[config.mk]
export PLATFORM = sky130hd
export DESIGN_NAME = iod_top
export DESIGN_NICKNAME = d
export VERILOG_FILES = /design/src/hdl/iod_pkg.sv /design/src/hdl/iod_sync.sv /design/src/hdl/iod_top.sv
export SDC_FILE = /design/constraint.sdc
export NUM_CORES = 1
export LEC_CHECK = 0
export BUFFER_PORTS_ARGS = -buffer_cell sky130_fd_sc_hd__buf_2
export CAP_MARGIN = 20
export CORE_ASPECT_RATIO = 0.9
export CORE_UTILIZATION = 29
export DETAILED_ROUTE_END_ITERATION = 12
export SETUP_SLACK_MARGIN = 0.4
export SLEW_MARGIN = 10
export SYNTH_ARGS = -nofsm -noshare
export SYNTH_HDL_FRONTEND = slang
export SYNTH_SLANG_ARGS = --single-unit
[constraint.sdc]
create_clock -name SYS_CLK -period 4 [get_ports SYS_CLK]
set_input_delay 0.4 -clock SYS_CLK [delete_from_list [all_inputs] [get_ports SYS_CLK]]
set_output_delay 0.4 -clock SYS_CLK [all_outputs]
set_load 0.05 [all_outputs]
[src/hdl/iod_pkg.sv]
// iod_pkg: constants shared by the host I/O base address decoder.
// assumes a ten-bit host I/O address, an eight-bit data bus and eight locations per card.
package iod_pkg;

  // ==========================================================================
  // address layout
  localparam int ADDR_W   = 10;           // host I/O address width
  localparam int SW_W     = 7;            // base select switch positions
  localparam int OFF_W    = 3;            // offset bits inside the block
  localparam int DATA_W   = 8;            // host data width
  localparam int ADC_W    = 12;           // converter result width
  localparam int BASE_LSB = 3;            // lowest compared address bit

  // ==========================================================================
  // register offsets inside the decoded block
  localparam logic [2:0] OFF_ADC_LOW_AND_DIGITAL_OUT  = 3'h0;
  localparam logic [2:0] OFF_ADC_HIGH_AND_CONV_START  = 3'h1;
  localparam logic [2:0] OFF_STATUS_AND_CONTROL_ONE   = 3'h2;
  localparam logic [2:0] OFF_DIGITAL_IN_AND_CONTROL_TWO = 3'h3;
  localparam logic [2:0] OFF_COUNTER_ZERO_PORT        = 3'h4;
  localparam logic [2:0] OFF_COUNTER_ONE_PORT         = 3'h5;
  localparam logic [2:0] OFF_COUNTER_TWO_PORT         = 3'h6;
  localparam logic [2:0] OFF_COUNTER_CONTROL_PORT     = 3'h7;

  // counter index presented with a counter strobe; 3 addresses the control byte
  localparam logic [1:0] CNT_IDX_CONTROL = 2'h3;

  // ==========================================================================
  // values after reset
  localparam logic [7:0]  RST_DIG_OUT = 8'h00;
  localparam logic [3:0]  RST_NIBBLE  = 4'h0;
  localparam logic [11:0] RST_ADC     = 12'h000;
  localparam logic [7:0]  RST_BYTE    = 8'h00;

  // bus phase, one-hot
  typedef enum logic [2:0] {
    PH_IDLE  = 3'b001,
    PH_READ  = 3'b010,
    PH_WRITE = 3'b100
  } iod_phase_t;

endpackage

[src/hdl/iod_sync.sv]
// iod_sync: two-stage synchroniser for a vector of pin inputs.
// assumes each bit is a slow level; multi-bit words are only read while the bus strobe is stable.
`timescale 1ns/100ps
module iod_sync #(
  parameter int         W       = 1,
  parameter logic [W-1:0] RST_VAL = '0
) (
  input  wire logic         clk,
  input  wire logic         rst_n,
  input  wire logic [W-1:0] d,
  output logic      [W-1:0] q
);

  // ==========================================================================
  // first stage feeds only the second stage
  logic [W-1:0] meta_ff;  // metastable capture stage

  always_ff @(posedge clk or negedge rst_n) begin
    if (!rst_n) begin
      meta_ff <= RST_VAL;
      q       <= RST_VAL;
    end else begin
      meta_ff <= d;
      q       <= meta_ff;
    end
  end

endmodule

[src/hdl/iod_top.sv]
// iod_top: host I/O base address decoder and its eight-location register bank.
// assumes asynchronous host bus pins sampled on SYS_CLK; converter, counters and
// digital lines live outside and talk to this block on SYS_CLK.
//
// What this block does
// - compare A3..A9 against base select switch
// - A0..A2 pick one of eight locations
// - switch off needs one, on needs zero
// - switch position for A9 is MSB
// - offsets 4,5,6 reach the three counters
// - offset 0 reads ADC low, writes outputs
// - offset 1 reads ADC high, write starts
// - offset 2 reads status, writes control one
// - offset 3 reads inputs, writes control two
// - offset 7 writes counter control; read nothing
// - any write to offset 1 starts; busy until done
`timescale 1ns/100ps
module iod_top (
  input  wire logic        SYS_CLK,
  input  wire logic        RESETN,
  input  wire logic [9:0]  BUS_ADDR,
  input  wire logic        BUS_IOR_N,
  input  wire logic        BUS_IOW_N,
  input  wire logic        BUS_AEN,
  input  wire logic [7:0]  BUS_DATA_IN,
  output logic      [7:0]  BUS_DATA_OUT,
  output logic             BUS_DATA_OE,
  input  wire logic [6:0]  BASE_SELECT_SWITCH,
  input  wire logic [7:0]  DIG_IN,
  input  wire logic [11:0] ADC_RESULT,
  input  wire logic        ADC_DONE,
  input  wire logic        IRQ_EVENT,
  input  wire logic [7:0]  CNT_RDATA,
  output logic             CONV_START,
  output logic             CONV_BUSY,
  output logic [7:0]       DIG_OUT,
  output logic [3:0]       OP_OUT,
  output logic             IRQ_ENABLE,
  output logic [2:0]       MUX_SEL,
  output logic             USER_OUT,
  output logic [2:0]       GAIN_SEL,
  output logic             CNT_WR,
  output logic             CNT_RD,
  output logic [1:0]       CNT_INDEX,
  output logic [7:0]       CNT_WDATA
);

  // ==========================================================================
  // pin synchronisers
  localparam int SYNC_W = 3 + 10 + 8 + 7 + 8;
  localparam logic [SYNC_W-1:0] SYNC_RST = {3'b011, {(SYNC_W-3){1'b0}}};

  logic [SYNC_W-1:0] sync_q;   // synchronised pin vector
  logic              s_aen;    // dma owns the bus
  logic              s_ior_n;  // host read strobe
  logic              s_iow_n;  // host write strobe
  logic [9:0]        s_addr;   // host address
  logic [7:0]        s_data;   // host write data
  logic [6:0]        s_sw;     // switch setting, 1 = off
  logic [7:0]        s_din;    // digital input lines

  iod_sync #(.W(SYNC_W), .RST_VAL(SYNC_RST)) u_sync (
    .clk   (SYS_CLK),
    .rst_n (RESETN),
    .d     ({BUS_AEN, BUS_IOR_N, BUS_IOW_N, BUS_ADDR, BUS_DATA_IN,
             BASE_SELECT_SWITCH, DIG_IN}),
    .q     (sync_q)
  );

  assign {s_aen, s_ior_n, s_iow_n, s_addr, s_data, s_sw, s_din} = sync_q;

  // ==========================================================================
  // address decode
  logic match;     // upper address hits the switch setting
  logic rd_req;    // qualified read cycle
  logic wr_req;    // qualified write cycle

  // off switch reads as one and demands a one; bit 6 sits against A9
  assign match  = (s_addr[9:iod_pkg::BASE_LSB] == s_sw);
  assign rd_req = match && !s_aen && !s_ior_n && s_iow_n;
  assign wr_req = match && !s_aen && !s_iow_n && s_ior_n;

  // ==========================================================================
  // bus phase machine
  iod_pkg::iod_phase_t phase_ff;  // current bus phase
  logic [2:0]          off_ff;    // offset latched at cycle start
  logic [7:0]          wdat_ff;   // write data held while strobe is low
  logic                rd_start;  // first cycle of a read
  logic                wr_commit; // trailing edge of a write

  assign rd_start  = (phase_ff == iod_pkg::PH_IDLE) && rd_req;
  assign wr_commit = (phase_ff == iod_pkg::PH_WRITE) && s_iow_n;

  // a cycle is owned from strobe fall to strobe rise, so address glitches later are ignored
  always_ff @(posedge SYS_CLK or negedge RESETN) begin
    if (!RESETN) begin
      phase_ff <= iod_pkg::PH_IDLE;
      off_ff   <= 3'h0;
    end else begin
      unique case (phase_ff)
        iod_pkg::PH_IDLE: begin
          if (rd_req) begin
            phase_ff <= iod_pkg::PH_READ;
            off_ff   <= s_addr[2:0];
          end else if (wr_req) begin
            phase_ff <= iod_pkg::PH_WRITE;
            off_ff   <= s_addr[2:0];
          end
        end
        iod_pkg::PH_READ: begin
          if (s_ior_n) phase_ff <= iod_pkg::PH_IDLE;
        end
        iod_pkg::PH_WRITE: begin
          if (s_iow_n) phase_ff <= iod_pkg::PH_IDLE;
        end
        default: phase_ff <= iod_pkg::PH_IDLE;
      endcase
    end
  end

  // write data is taken while the strobe is still low; host data may be late at the fall
  always_ff @(posedge SYS_CLK or negedge RESETN) begin
    if (!RESETN) wdat_ff <= iod_pkg::RST_BYTE;
    else if (!s_iow_n) wdat_ff <= s_data;
  end

  // ==========================================================================
  // register bank
  logic [7:0]  dout_ff;   // digital output register
  logic [3:0]  op_ff;     // shared output bits of both control registers
  logic [3:0]  ctl1_ff;   // interrupt enable and mux channel
  logic [3:0]  ctl2_ff;   // user bit and gain
  logic [11:0] adc_ff;    // last converter result
  logic        busy_ff;   // conversion in progress
  logic        irq_ff;    // interrupt seen
  logic        start_ff;  // conversion start pulse

  function automatic logic wr_at(input logic [2:0] off);
    wr_at = wr_commit && (off_ff == off);
  endfunction

  // control writes; op bits are reachable from either control location
  always_ff @(posedge SYS_CLK or negedge RESETN) begin
    if (!RESETN) begin
      dout_ff <= iod_pkg::RST_DIG_OUT;
      op_ff   <= iod_pkg::RST_NIBBLE;
      ctl1_ff <= iod_pkg::RST_NIBBLE;
      ctl2_ff <= iod_pkg::RST_NIBBLE;
    end else begin
      if (wr_at(iod_pkg::OFF_ADC_LOW_AND_DIGITAL_OUT)) dout_ff <= wdat_ff;
      if (wr_at(iod_pkg::OFF_STATUS_AND_CONTROL_ONE)) begin
        op_ff   <= wdat_ff[7:4];
        ctl1_ff <= wdat_ff[3:0];
      end
      if (wr_at(iod_pkg::OFF_DIGITAL_IN_AND_CONTROL_TWO)) begin
        op_ff   <= wdat_ff[7:4];
        ctl2_ff <= wdat_ff[3:0];
      end
    end
  end

  // conversion: data value is ignored; a start in the done cycle keeps busy set
  always_ff @(posedge SYS_CLK or negedge RESETN) begin
    if (!RESETN) begin
      start_ff <= 1'b0;
      busy_ff  <= 1'b0;
      adc_ff   <= iod_pkg::RST_ADC;
    end else begin
      start_ff <= wr_at(iod_pkg::OFF_ADC_HIGH_AND_CONV_START);
      if (ADC_DONE) adc_ff <= ADC_RESULT;
      if (wr_at(iod_pkg::OFF_ADC_HIGH_AND_CONV_START)) busy_ff <= 1'b1;
      else if (ADC_DONE) busy_ff <= 1'b0;
    end
  end

  // interrupt flag: event wins over a clear by control write or start
  always_ff @(posedge SYS_CLK or negedge RESETN) begin
    if (!RESETN) irq_ff <= 1'b0;
    else if (IRQ_EVENT) irq_ff <= 1'b1;
    else if (wr_at(iod_pkg::OFF_STATUS_AND_CONTROL_ONE) ||
             wr_at(iod_pkg::OFF_DIGITAL_IN_AND_CONTROL_TWO) ||
             start_ff) irq_ff <= 1'b0;
  end

  // ==========================================================================
  // counter ports: strobes are registered one clock before reaching the counter block
  logic       cwr_ff;   // counter write strobe
  logic       crd_ff;   // counter read strobe
  logic [1:0] cidx_ff;  // counter index
  logic [7:0] cdat_ff;  // counter write data

  always_ff @(posedge SYS_CLK or negedge RESETN) begin
    if (!RESETN) begin
      cwr_ff  <= 1'b0;
      crd_ff  <= 1'b0;
      cidx_ff <= 2'h0;
      cdat_ff <= iod_pkg::RST_BYTE;
    end else begin
      cwr_ff <= wr_commit && off_ff[2];
      crd_ff <= rd_start && s_addr[2] && (s_addr[2:0] != iod_pkg::OFF_COUNTER_CONTROL_PORT);
      if (wr_commit && off_ff[2]) begin
        cidx_ff <= off_ff[1:0];
        cdat_ff <= wdat_ff;
      end else if (rd_start && s_addr[2]) begin
        cidx_ff <= s_addr[1:0];
      end
    end
  end

  // ==========================================================================
  // read path
  logic [7:0] rdat_ff;  // read data driven to the host
  logic       oe_ff;    // host data driver enable

  // read multiplexer; counter data is only current while the read stands
  function automatic logic [7:0] rd_mux(input logic [2:0] off);
    unique case (off)
      iod_pkg::OFF_ADC_LOW_AND_DIGITAL_OUT:    rd_mux = {adc_ff[3:0], op_ff};
      iod_pkg::OFF_ADC_HIGH_AND_CONV_START:    rd_mux = adc_ff[11:4];
      iod_pkg::OFF_STATUS_AND_CONTROL_ONE:     rd_mux = {busy_ff, ctl2_ff[2:0], irq_ff,
                                                         ctl1_ff[2:0]};
      iod_pkg::OFF_DIGITAL_IN_AND_CONTROL_TWO: rd_mux = s_din;
      iod_pkg::OFF_COUNTER_CONTROL_PORT:       rd_mux = iod_pkg::RST_BYTE;
      default:                                 rd_mux = CNT_RDATA;
    endcase
  endfunction

  // data is refreshed every cycle of the read so late counter answers still arrive
  always_ff @(posedge SYS_CLK or negedge RESETN) begin
    if (!RESETN) begin
      rdat_ff <= iod_pkg::RST_BYTE;
      oe_ff   <= 1'b0;
    end else if (rd_start) begin
      rdat_ff <= rd_mux(s_addr[2:0]);
      oe_ff   <= (s_addr[2:0] != iod_pkg::OFF_COUNTER_CONTROL_PORT);
    end else if (phase_ff == iod_pkg::PH_READ && !s_ior_n) begin
      rdat_ff <= rd_mux(off_ff);
    end else begin
      oe_ff   <= 1'b0;
    end
  end

  // ==========================================================================
  // outputs
  assign BUS_DATA_OUT = rdat_ff;
  assign BUS_DATA_OE  = oe_ff;
  assign CONV_START   = start_ff;
  assign CONV_BUSY    = busy_ff;
  assign DIG_OUT      = dout_ff;
  assign OP_OUT       = op_ff;
  assign IRQ_ENABLE   = ctl1_ff[3];
  assign MUX_SEL      = ctl1_ff[2:0];
  assign USER_OUT     = ctl2_ff[3];
  assign GAIN_SEL     = ctl2_ff[2:0];
  assign CNT_WR       = cwr_ff;
  assign CNT_RD       = crd_ff;
  assign CNT_INDEX    = cidx_ff;
  assign CNT_WDATA    = cdat_ff;
endmodule

==> impl_metrics.yaml, run 1 <==
layout:
  postLayoutCoreUtil: 0.379
  finalNonFillerCells: 717
  areaGrowthSynthToFinish_pct: 26.8
  layout.nets: 524
  final_area_sq_um: 6710
  diodes: 0
  fraction_of_layout_instances_using_a_drive_strength_above_1: 0.423
cts:
  tritoncts_num_sinks: 142
  post_cts.resized_instances: 0
  clock_tree.htree_level_count: 4
  cts_buffers: 17
  clock-root-buffer: "sky130_fd_sc_hd__clkbuf_16"
  clk_transition_reported_paths_ns: 0.06
  clock_insertion_delay_at_the_later_pin_of_the_skew_report_ns: 0.42
  clk_path_buf_depth: 2
  clock_tree_from_tritoncts: "built"
sta:
  report.final.slew_viol_count: 0
  timing.max_slew.rel_slack: 0.372
  final-hold-violation-count: 0
  period_utilization_post_route: 0.582
  max_freq_ghz: 0.430
  period_needed_ns: 2.33
  setup_viol_count_final: 0
  totalNegativeSetupSlack_ns: 0
  timing.clock.skew_ns: 0.00793
  final.setup.worst_slack_ns: 1.67
  transition_time_at_the_pin_with_the_least_slew_margin_ns: 0.942
  rsz0062_at_grt: "false"
  finalHoldWorstSlack_ns: 0.0805
route:
  routed_via_density: 4.58
  dr_total_vias: 3285
  wl_per_cell_um: 17.1
  drc: 0
  detail_route.wirelength_um: 12300
  drt.antenna.violating_nets: 0
  drt_first_pass_iters: 4
  detail_route.iter0.violations: 198
synthesis:
  post_synth_instance_area_sq_um: 5290
  synthSimpleGateAreaFrac: 0.0681
  post_synth.cell_area_avg_sq_um: 14.8
  synth_compound_gate_area_share: 0.0697
  netlist_top_cells_area: "sky130_fd_sc_hd__dfrtp_1 65%, sky130_fd_sc_hd__mux2_2 11%, sky130_fd_sc_hd__mux2i_1 3.4%"
  asyncSetResetFlopFracSynth: 1.00
  yosysUniqueCellTypes: 44
  synth_seq_cells: 142
  syn-instance-count: 357
  synthesis.nets: 417
  post-synth-top-area-fraction: 0.648
  synth_fa_ha_area_frac: 0
  synth_top_family_by_area: "multiplexers"
  cell_type_with_the_largest_total_area_after_synthesis: "sky130_fd_sc_hd__dfrtp_1"
  synthesis.yosys.warnings: 0
  synth.yosys.seq_area_share: 0.673
  synth_edf_count: 0
  synth.mux.area_fraction: 0.157
  synth_xor_area_frac: 0.0132
  leading_register_cell_type_out_of_synthesis: "sky130_fd_sc_hd__dfrtp_1"
power_and_ir_drop:
  max_ir_drop_vdd_mv: 0.277
  comb_power_share: 0.057
  cellInternalPower_mw: 2.64
  part_of_the_power_in_registers: 0.461
  power_density_over_the_cells_nw_per_um2: 507
  switching_share: 0.225
  power_frac_clock: 0.481
  leakage_power_nw: 3.15
  sw_power_uw: 765
  power.total_mw: 3.40
setup_path:
  cp_max_fo: 18
  crit_path_top_delay_cell: "sky130_fd_sc_hd__dfrtp_1"
  critical_path_cell_count: 3
  r2r_cells: 3
  path_type_of_the_worst_setup_path: "flop to flop"
  crit_path_arrival_time_ns: 2.62
  max_stage_delay_ns: 0.96
  critical_path.n_buffers_inverters: 0
  worst_ep_required_time_ns: 4.29
  family_with_the_most_delay_on_the_worst_path: "flip-flops"
  start_kind: "flop"
  critical_path.endpoint_type: "flop"
  crit_path_cell_trace: "nand2_1 > nor2_1 > mux2_2"
grt:
  grt_overflow: 0
  grt_first_pass_wirelength_um: 19300
  gr-usage-all-layers: 0.142
  number_of_antenna_violations_at_the_first_check_in_global_routing: 0
  grt_start_max_net_pins: 121
  grt_pass1_vias: 3374
placement:
  total_placed_instance_area_sq_um: 6050
  gpl.final_weighted_congestion: 0.822
  numPortBuffers: 102
  placed_cells_incl_taps: 683
  hpwl_detailed_um: 8570
  dp_worst_setup_slack_ns: 1.68
die:
  floorplan.initialDensity: 0.299
  io-pin-count: 103
  num_rows: 46
  floorplan.die_area_sq_um: 18800
  coreArea_sq_um: 17700
  fp.dieH_um: 130
  floorplan.die.width_um: 144
run_status:
  run_status: "finished clean"
hold_path:
  min-delay-path-class: "input port to flop"
  whs_path_depth: 1
job:
  max_cap_viol_count: 0
## placed cells by master, fill, tap and decap left out, types with 2 or more instances in the layout
master and n:
sky130_fd_sc_hd__a21oi_1 7, sky130_fd_sc_hd__a221o_1 3, sky130_fd_sc_hd__a221oi_1 7, sky130_fd_sc_hd__a22oi_1 4
sky130_fd_sc_hd__a311oi_1 4, sky130_fd_sc_hd__buf_2 101, sky130_fd_sc_hd__bufinv_16 3, sky130_fd_sc_hd__clkbuf_1 2
sky130_fd_sc_hd__clkbuf_16 17, sky130_fd_sc_hd__clkbuf_8 3, sky130_fd_sc_hd__clkinv_4 3, sky130_fd_sc_hd__dfrtp_1 137
sky130_fd_sc_hd__dfstp_2 5, sky130_fd_sc_hd__inv_1 8, sky130_fd_sc_hd__inv_6 4, sky130_fd_sc_hd__mux2_2 50
sky130_fd_sc_hd__mux2i_1 18, sky130_fd_sc_hd__mux4_2 4, sky130_fd_sc_hd__nand2_1 4, sky130_fd_sc_hd__nand2b_1 11
sky130_fd_sc_hd__nand3_1 8, sky130_fd_sc_hd__nor2_1 19, sky130_fd_sc_hd__nor3_1 5, sky130_fd_sc_hd__nor4_4 2
sky130_fd_sc_hd__o21ai_0 12, sky130_fd_sc_hd__o2bb2ai_1 4, sky130_fd_sc_hd__or3_1 2, sky130_fd_sc_hd__xor2_1 7
## synth_stat cells (2+ instances only)
master and number:
sky130_fd_sc_hd__a21oi_1 7, sky130_fd_sc_hd__a221o_1 3, sky130_fd_sc_hd__a221oi_1 7, sky130_fd_sc_hd__a22oi_1 4, sky130_fd_sc_hd__a311oi_1 4, sky130_fd_sc_hd__buf_1 4
sky130_fd_sc_hd__buf_2 2, sky130_fd_sc_hd__clkbuf_1 10, sky130_fd_sc_hd__dfrtp_1 137, sky130_fd_sc_hd__dfstp_2 5, sky130_fd_sc_hd__inv_1 8, sky130_fd_sc_hd__mux2_2 50
sky130_fd_sc_hd__mux2i_1 18, sky130_fd_sc_hd__mux4_2 4, sky130_fd_sc_hd__nand2_1 4, sky130_fd_sc_hd__nand2b_1 11, sky130_fd_sc_hd__nand3_1 8, sky130_fd_sc_hd__nor2_1 19
sky130_fd_sc_hd__nor3_1 5, sky130_fd_sc_hd__nor4_4 2, sky130_fd_sc_hd__o21ai_0 12, sky130_fd_sc_hd__o2bb2ai_1 4, sky130_fd_sc_hd__or3_1 2, sky130_fd_sc_hd__xor2_1 7
## power by group through the flow
stage | clock, mW | combinational (mW) | sequential (mW)
after detailed placement | 0 | 0.192 | 1.60
final | 1.64 | 0.194 | 1.57
after CTS | 1.68 | 0.194 | 1.57
after floorplan | 0 | 0.111 | 1.57
after global placement | 0 | 0.189 | 1.59
after global routing | 1.75 | 0.215 | 1.58
## logic make-up (layout without fill, tap and decap cells)
logic type,after synthesis,count (layout)
AO/OA/AOI/OAI,50,50
XOR/XNOR,8,8
buffers and inverters,25,145
flip-flops,142,142
multiplexers,72,72
AND/OR/NAND/NOR,60,60
## routing by layer
layer	track usage	part of all wire
met1	0.192	0.46
met2	0.215	0.46
met3	0.0462	0.068
met4	0.0464	0.012
met5	0	0
## what timing repair did
item / CTS / global route
hold endpoints to repair: 0 / 47
hold buffers: 0 / 1
buffers inserted: 0 / 0
## state kept, by name, summed over array words and instances, names as in the netlist, 2 cells and up
register        count
off_ff              3
BUS_DATA_OUT        8
u_sync.meta_ff     36
adc_ff             12
OP_OUT              4
ctl2_ff             4
ctl1_ff             4
DIG_OUT             8
wdat_ff             8
CNT_WDATA           8
CNT_INDEX           2
phase_ff            3
u_sync.q           36
## area by class of cell
type,count,area (sq um)
flip-flops and latches,142,3560
well taps,240,300
inverters,8,30.0
repair buffers,105,562
fillers,1739,11000
multi-input cells,190,1630
clock buffers,22,474
clock inverters,10,151
## final timing paths
path / startpoint / to / slack, ns
min reg2reg: u_sync.meta_ff[16] / u_sync.q[16] / 0.34
max: off_ff[0] / ctl2_ff[2] / 1.67
min in group asynchronous: RESETN / u_sync.meta_ff[18] / 0.48
min: BUS_IOR_N / u_sync.meta_ff[34] / 0.08
max in group asynchronous: RESETN / phase_ff[0] / 2.40
max reg2reg: off_ff[0] / ctl2_ff[2] / 1.67
Note: power is estimated with default switching activity, not from simulation.
==> run 2, diff against run 1 <==
==> constraint.sdc (replaced) <==
create_clock -name SYS_CLK -period 2.2 [get_ports SYS_CLK]
set_input_delay 0.22 -clock SYS_CLK [delete_from_list [all_inputs] [get_ports SYS_CLK]]
set_output_delay 0.22 -clock SYS_CLK [all_outputs]
set_load 0.05 [all_outputs]
==> run 2 against run 1 <==
Combinational power is 140% higher. Non-clock buffer count is 59 higher. Global-route usage is 0.99 points higher. First-iteration DRC count is 16% lower. Cell count is 8.8% higher.
==> impl_metrics.yaml, run 2 (same netlist as run 1, synthesis figures left out) <==
route:
  routed_via_density: 4.57
  drc: 0
  drt.antenna.violating_nets: 0
  detail_route.wirelength_um: 13200
  drt_first_pass_iters: 5
  detail_route.iter0.violations: 167
  wl_per_cell_um: 17.0
  dr_total_vias: 3562
grt:
  number_of_antenna_violations_at_the_first_check_in_global_routing: 2
  grt_pass1_vias: 3748
  grt_first_pass_wirelength_um: 20800
  gr-usage-all-layers: 0.152
  grt_overflow: 0
  grt_start_max_net_pins: 56
hold_path:
  hp-start: "ADC_RESULT[5]"
  min-delay-path-class: "input port to flop"
  hold_path_sink: "adc_ff[5]"
  whs_path_depth: 2
power_and_ir_drop:
  power_frac_clock: 0.489
  leakage_power_nw: 3.44
  comb_power_share: 0.072
  power.total_mw: 6.45
  switching_share: 0.239
  power_density_over_the_cells_nw_per_um2: 867
  part_of_the_power_in_registers: 0.439
  sw_power_mw: 1.54
  cellInternalPower_mw: 4.91
  max_ir_drop_vdd_mv: 0.577
die:
  floorplan.die_area_sq_um: 18800
  floorplan.initialDensity: 0.299
  coreArea_sq_um: 17700
  floorplan.die.width_um: 144
  num_rows: 46
  fp.dieH_um: 130
  io-pin-count: 103
setup_path:
  r2r_end: "DIG_OUT[0]"
  worstReg2RegStart: "u_sync.q[33]"
  family_with_the_most_delay_on_the_worst_path: "simple AND/OR/NAND/NOR gates"
  crit_path_arrival_time_ns: 2.15
  crit_path_top_delay_cell: "sky130_fd_sc_hd__dfstp_2"
  crit_path_cell_trace: "nand2b_4 > or3_4 > nor3_4 > buf_6 > mux2_4"
  path_type_of_the_worst_setup_path: "flop to flop"
  max_stage_delay_ns: 0.55
  ff2ff_setup_slack_ns: 0.35
  critical_path.endpoint_type: "flop"
  critical_path.n_buffers_inverters: 1
  start_kind: "flop"
  r2r_cells: 5
  cp_max_fo: 4
  worst_ep_required_time_ns: 2.50
sta:
  transition_time_at_the_pin_with_the_least_slew_margin_ns: 0.543
  period_utilization_post_route: 0.841
  timing.clock.skew_ns: 0.00939
  rsz0062_at_grt: "true"
  period_needed_ns: 1.85
  timing.max_slew.rel_slack: 0.638
  final-hold-violation-count: 0
  max_freq_ghz: 0.541
  totalNegativeSetupSlack_ns: 0
  report.final.slew_viol_count: 0
  setup_viol_count_final: 0
  finalHoldWorstSlack_ns: 0.0289
layout:
  final_area_sq_um: 7430
  fraction_of_layout_instances_using_a_drive_strength_above_1: 0.451
  areaGrowthSynthToFinish_pct: 40.4
  layout_common_cells: "133 x sky130_fd_sc_hd__dfrtp_1, 101 x sky130_fd_sc_hd__buf_2, 42 x sky130_fd_sc_hd__mux2_2"
  multi_input_comb_area_sq_um: 1760
  reg.largest.list: "u_sync.meta_ff x36, u_sync.q x36, adc_ff x12"
  final_common_cell: "sky130_fd_sc_hd__dfrtp_1"
  layout.nets: 584
  final.fill_count: 1677
  ff_latch_area_sq_um: 3560
run_status:
  run_status: "finished clean"
placement:
  gpl.final_weighted_congestion: 0.849
  total_placed_instance_area_sq_um: 6200
  numPortBuffers: 102
  hpwl_detailed_um: 9140
cts:
  tritoncts_num_sinks: 142
  clk_path_buf_depth: 2
  clock_tree.htree_level_count: 4
  clock_tree_from_tritoncts: "built"
  clock-root-buffer: "sky130_fd_sc_hd__clkbuf_16"
  cts_buffers: 17
  clock_insertion_delay_at_the_later_pin_of_the_skew_report_ns: 0.43
  clk_transition_reported_paths_ns: 0.06
job:
  max_cap_viol_count: 0
## run 2: cell types whose count changed in the layout (fill, tap and decap cells not counted), sizes merged
cell         delta
diode           +3
clkinv          -1
dlygate4sd3    +37
clkinvlp        +1
clkbuf          -5
bufinv          +1
buf            +22
a31oi           +1
inv             +4
## run 2: area by class of cell
class,instances,area share
Sequential cell,142,0.480
Multi-Input combinational cell,191,0.237
Antenna cell,3,0.00101
Timing Repair Buffer,164,0.151
Clock buffer,17,0.0572
Inverter,8,0.00404
Clock inverter,15,0.0303
Tap cell,240,0.0404
## run 2: worst reg2reg max path: cells and delay by family (launching register included)
family	cells	cell delay [ns]
multiplexers	1	0.30
flip-flops	1	0.55
buffers and inverters	1	0.17
AND/OR/NAND/NOR	3	0.70
## run 2: what timing repair did
action	in CTS	in global routing
hold buffers	38	0
resized for setup	25	10
setup endpoints to repair	32	36
setup buffers	6	2
gates cloned	1	0
pin swaps	13	6
hold endpoints to repair	87	0
## run 2: through the flow
| step | std cells | util | setup slack, ns |
|---|---|---|---|
| global placement | 698 | 0.350 | 0.272 |
| detailed placement | 698 | 0.350 | 0.188 |
| CTS | 775 | 0.416 | 0.321 |
| finish | 780 | 0.419 | 0.350 |
| global route | 777 | 0.419 | 0.286 |
| floorplan | 357 | - | 0.372 |
## run 2: worst max-delay path by stage
| stage | start | endpoint | slack (ns) | cells after the start |
|---|---|---|---|---|
| floorplan | phase_ff[0] | BUS_DATA_OUT[4] | 0.37 | 4 |
| detailed placement | phase_ff[0] | BUS_DATA_OUT[7] | 0.19 | 6 |
| finish | u_sync.q[33] | DIG_OUT[0] | 0.35 | 5 |
| global placement | phase_ff[0] | BUS_DATA_OUT[7] | 0.27 | 6 |
| CTS | phase_ff[0] | BUS_DATA_OUT[5] | 0.32 | 5 |
| global route | u_sync.q[33] | DIG_OUT[0] | 0.29 | 5 |
## run 2: layer usage
layer  global-route usage  up-vias  routed length (um)
met5                    0        -                   0
met4               0.0563        0                 184
met3               0.0525       22                1080
met2                0.239      129                6300
met1                0.194     1789                5690
li1                     -     1622                   -
## run 2: power groups by stage
| stage | Sequential (mW) | Clock, mW | Combinational (mW) |
|---|---|---|---|
| after floorplan | 2.86 | 0 | 0.203 |
| after global placement | 2.87 | 0 | 0.394 |
| after detailed placement | 2.87 | 0 | 0.404 |
| after CTS | 2.83 | 3.23 | 0.468 |
| after global routing | 2.84 | 3.33 | 0.507 |
| final | 2.83 | 3.15 | 0.463 |
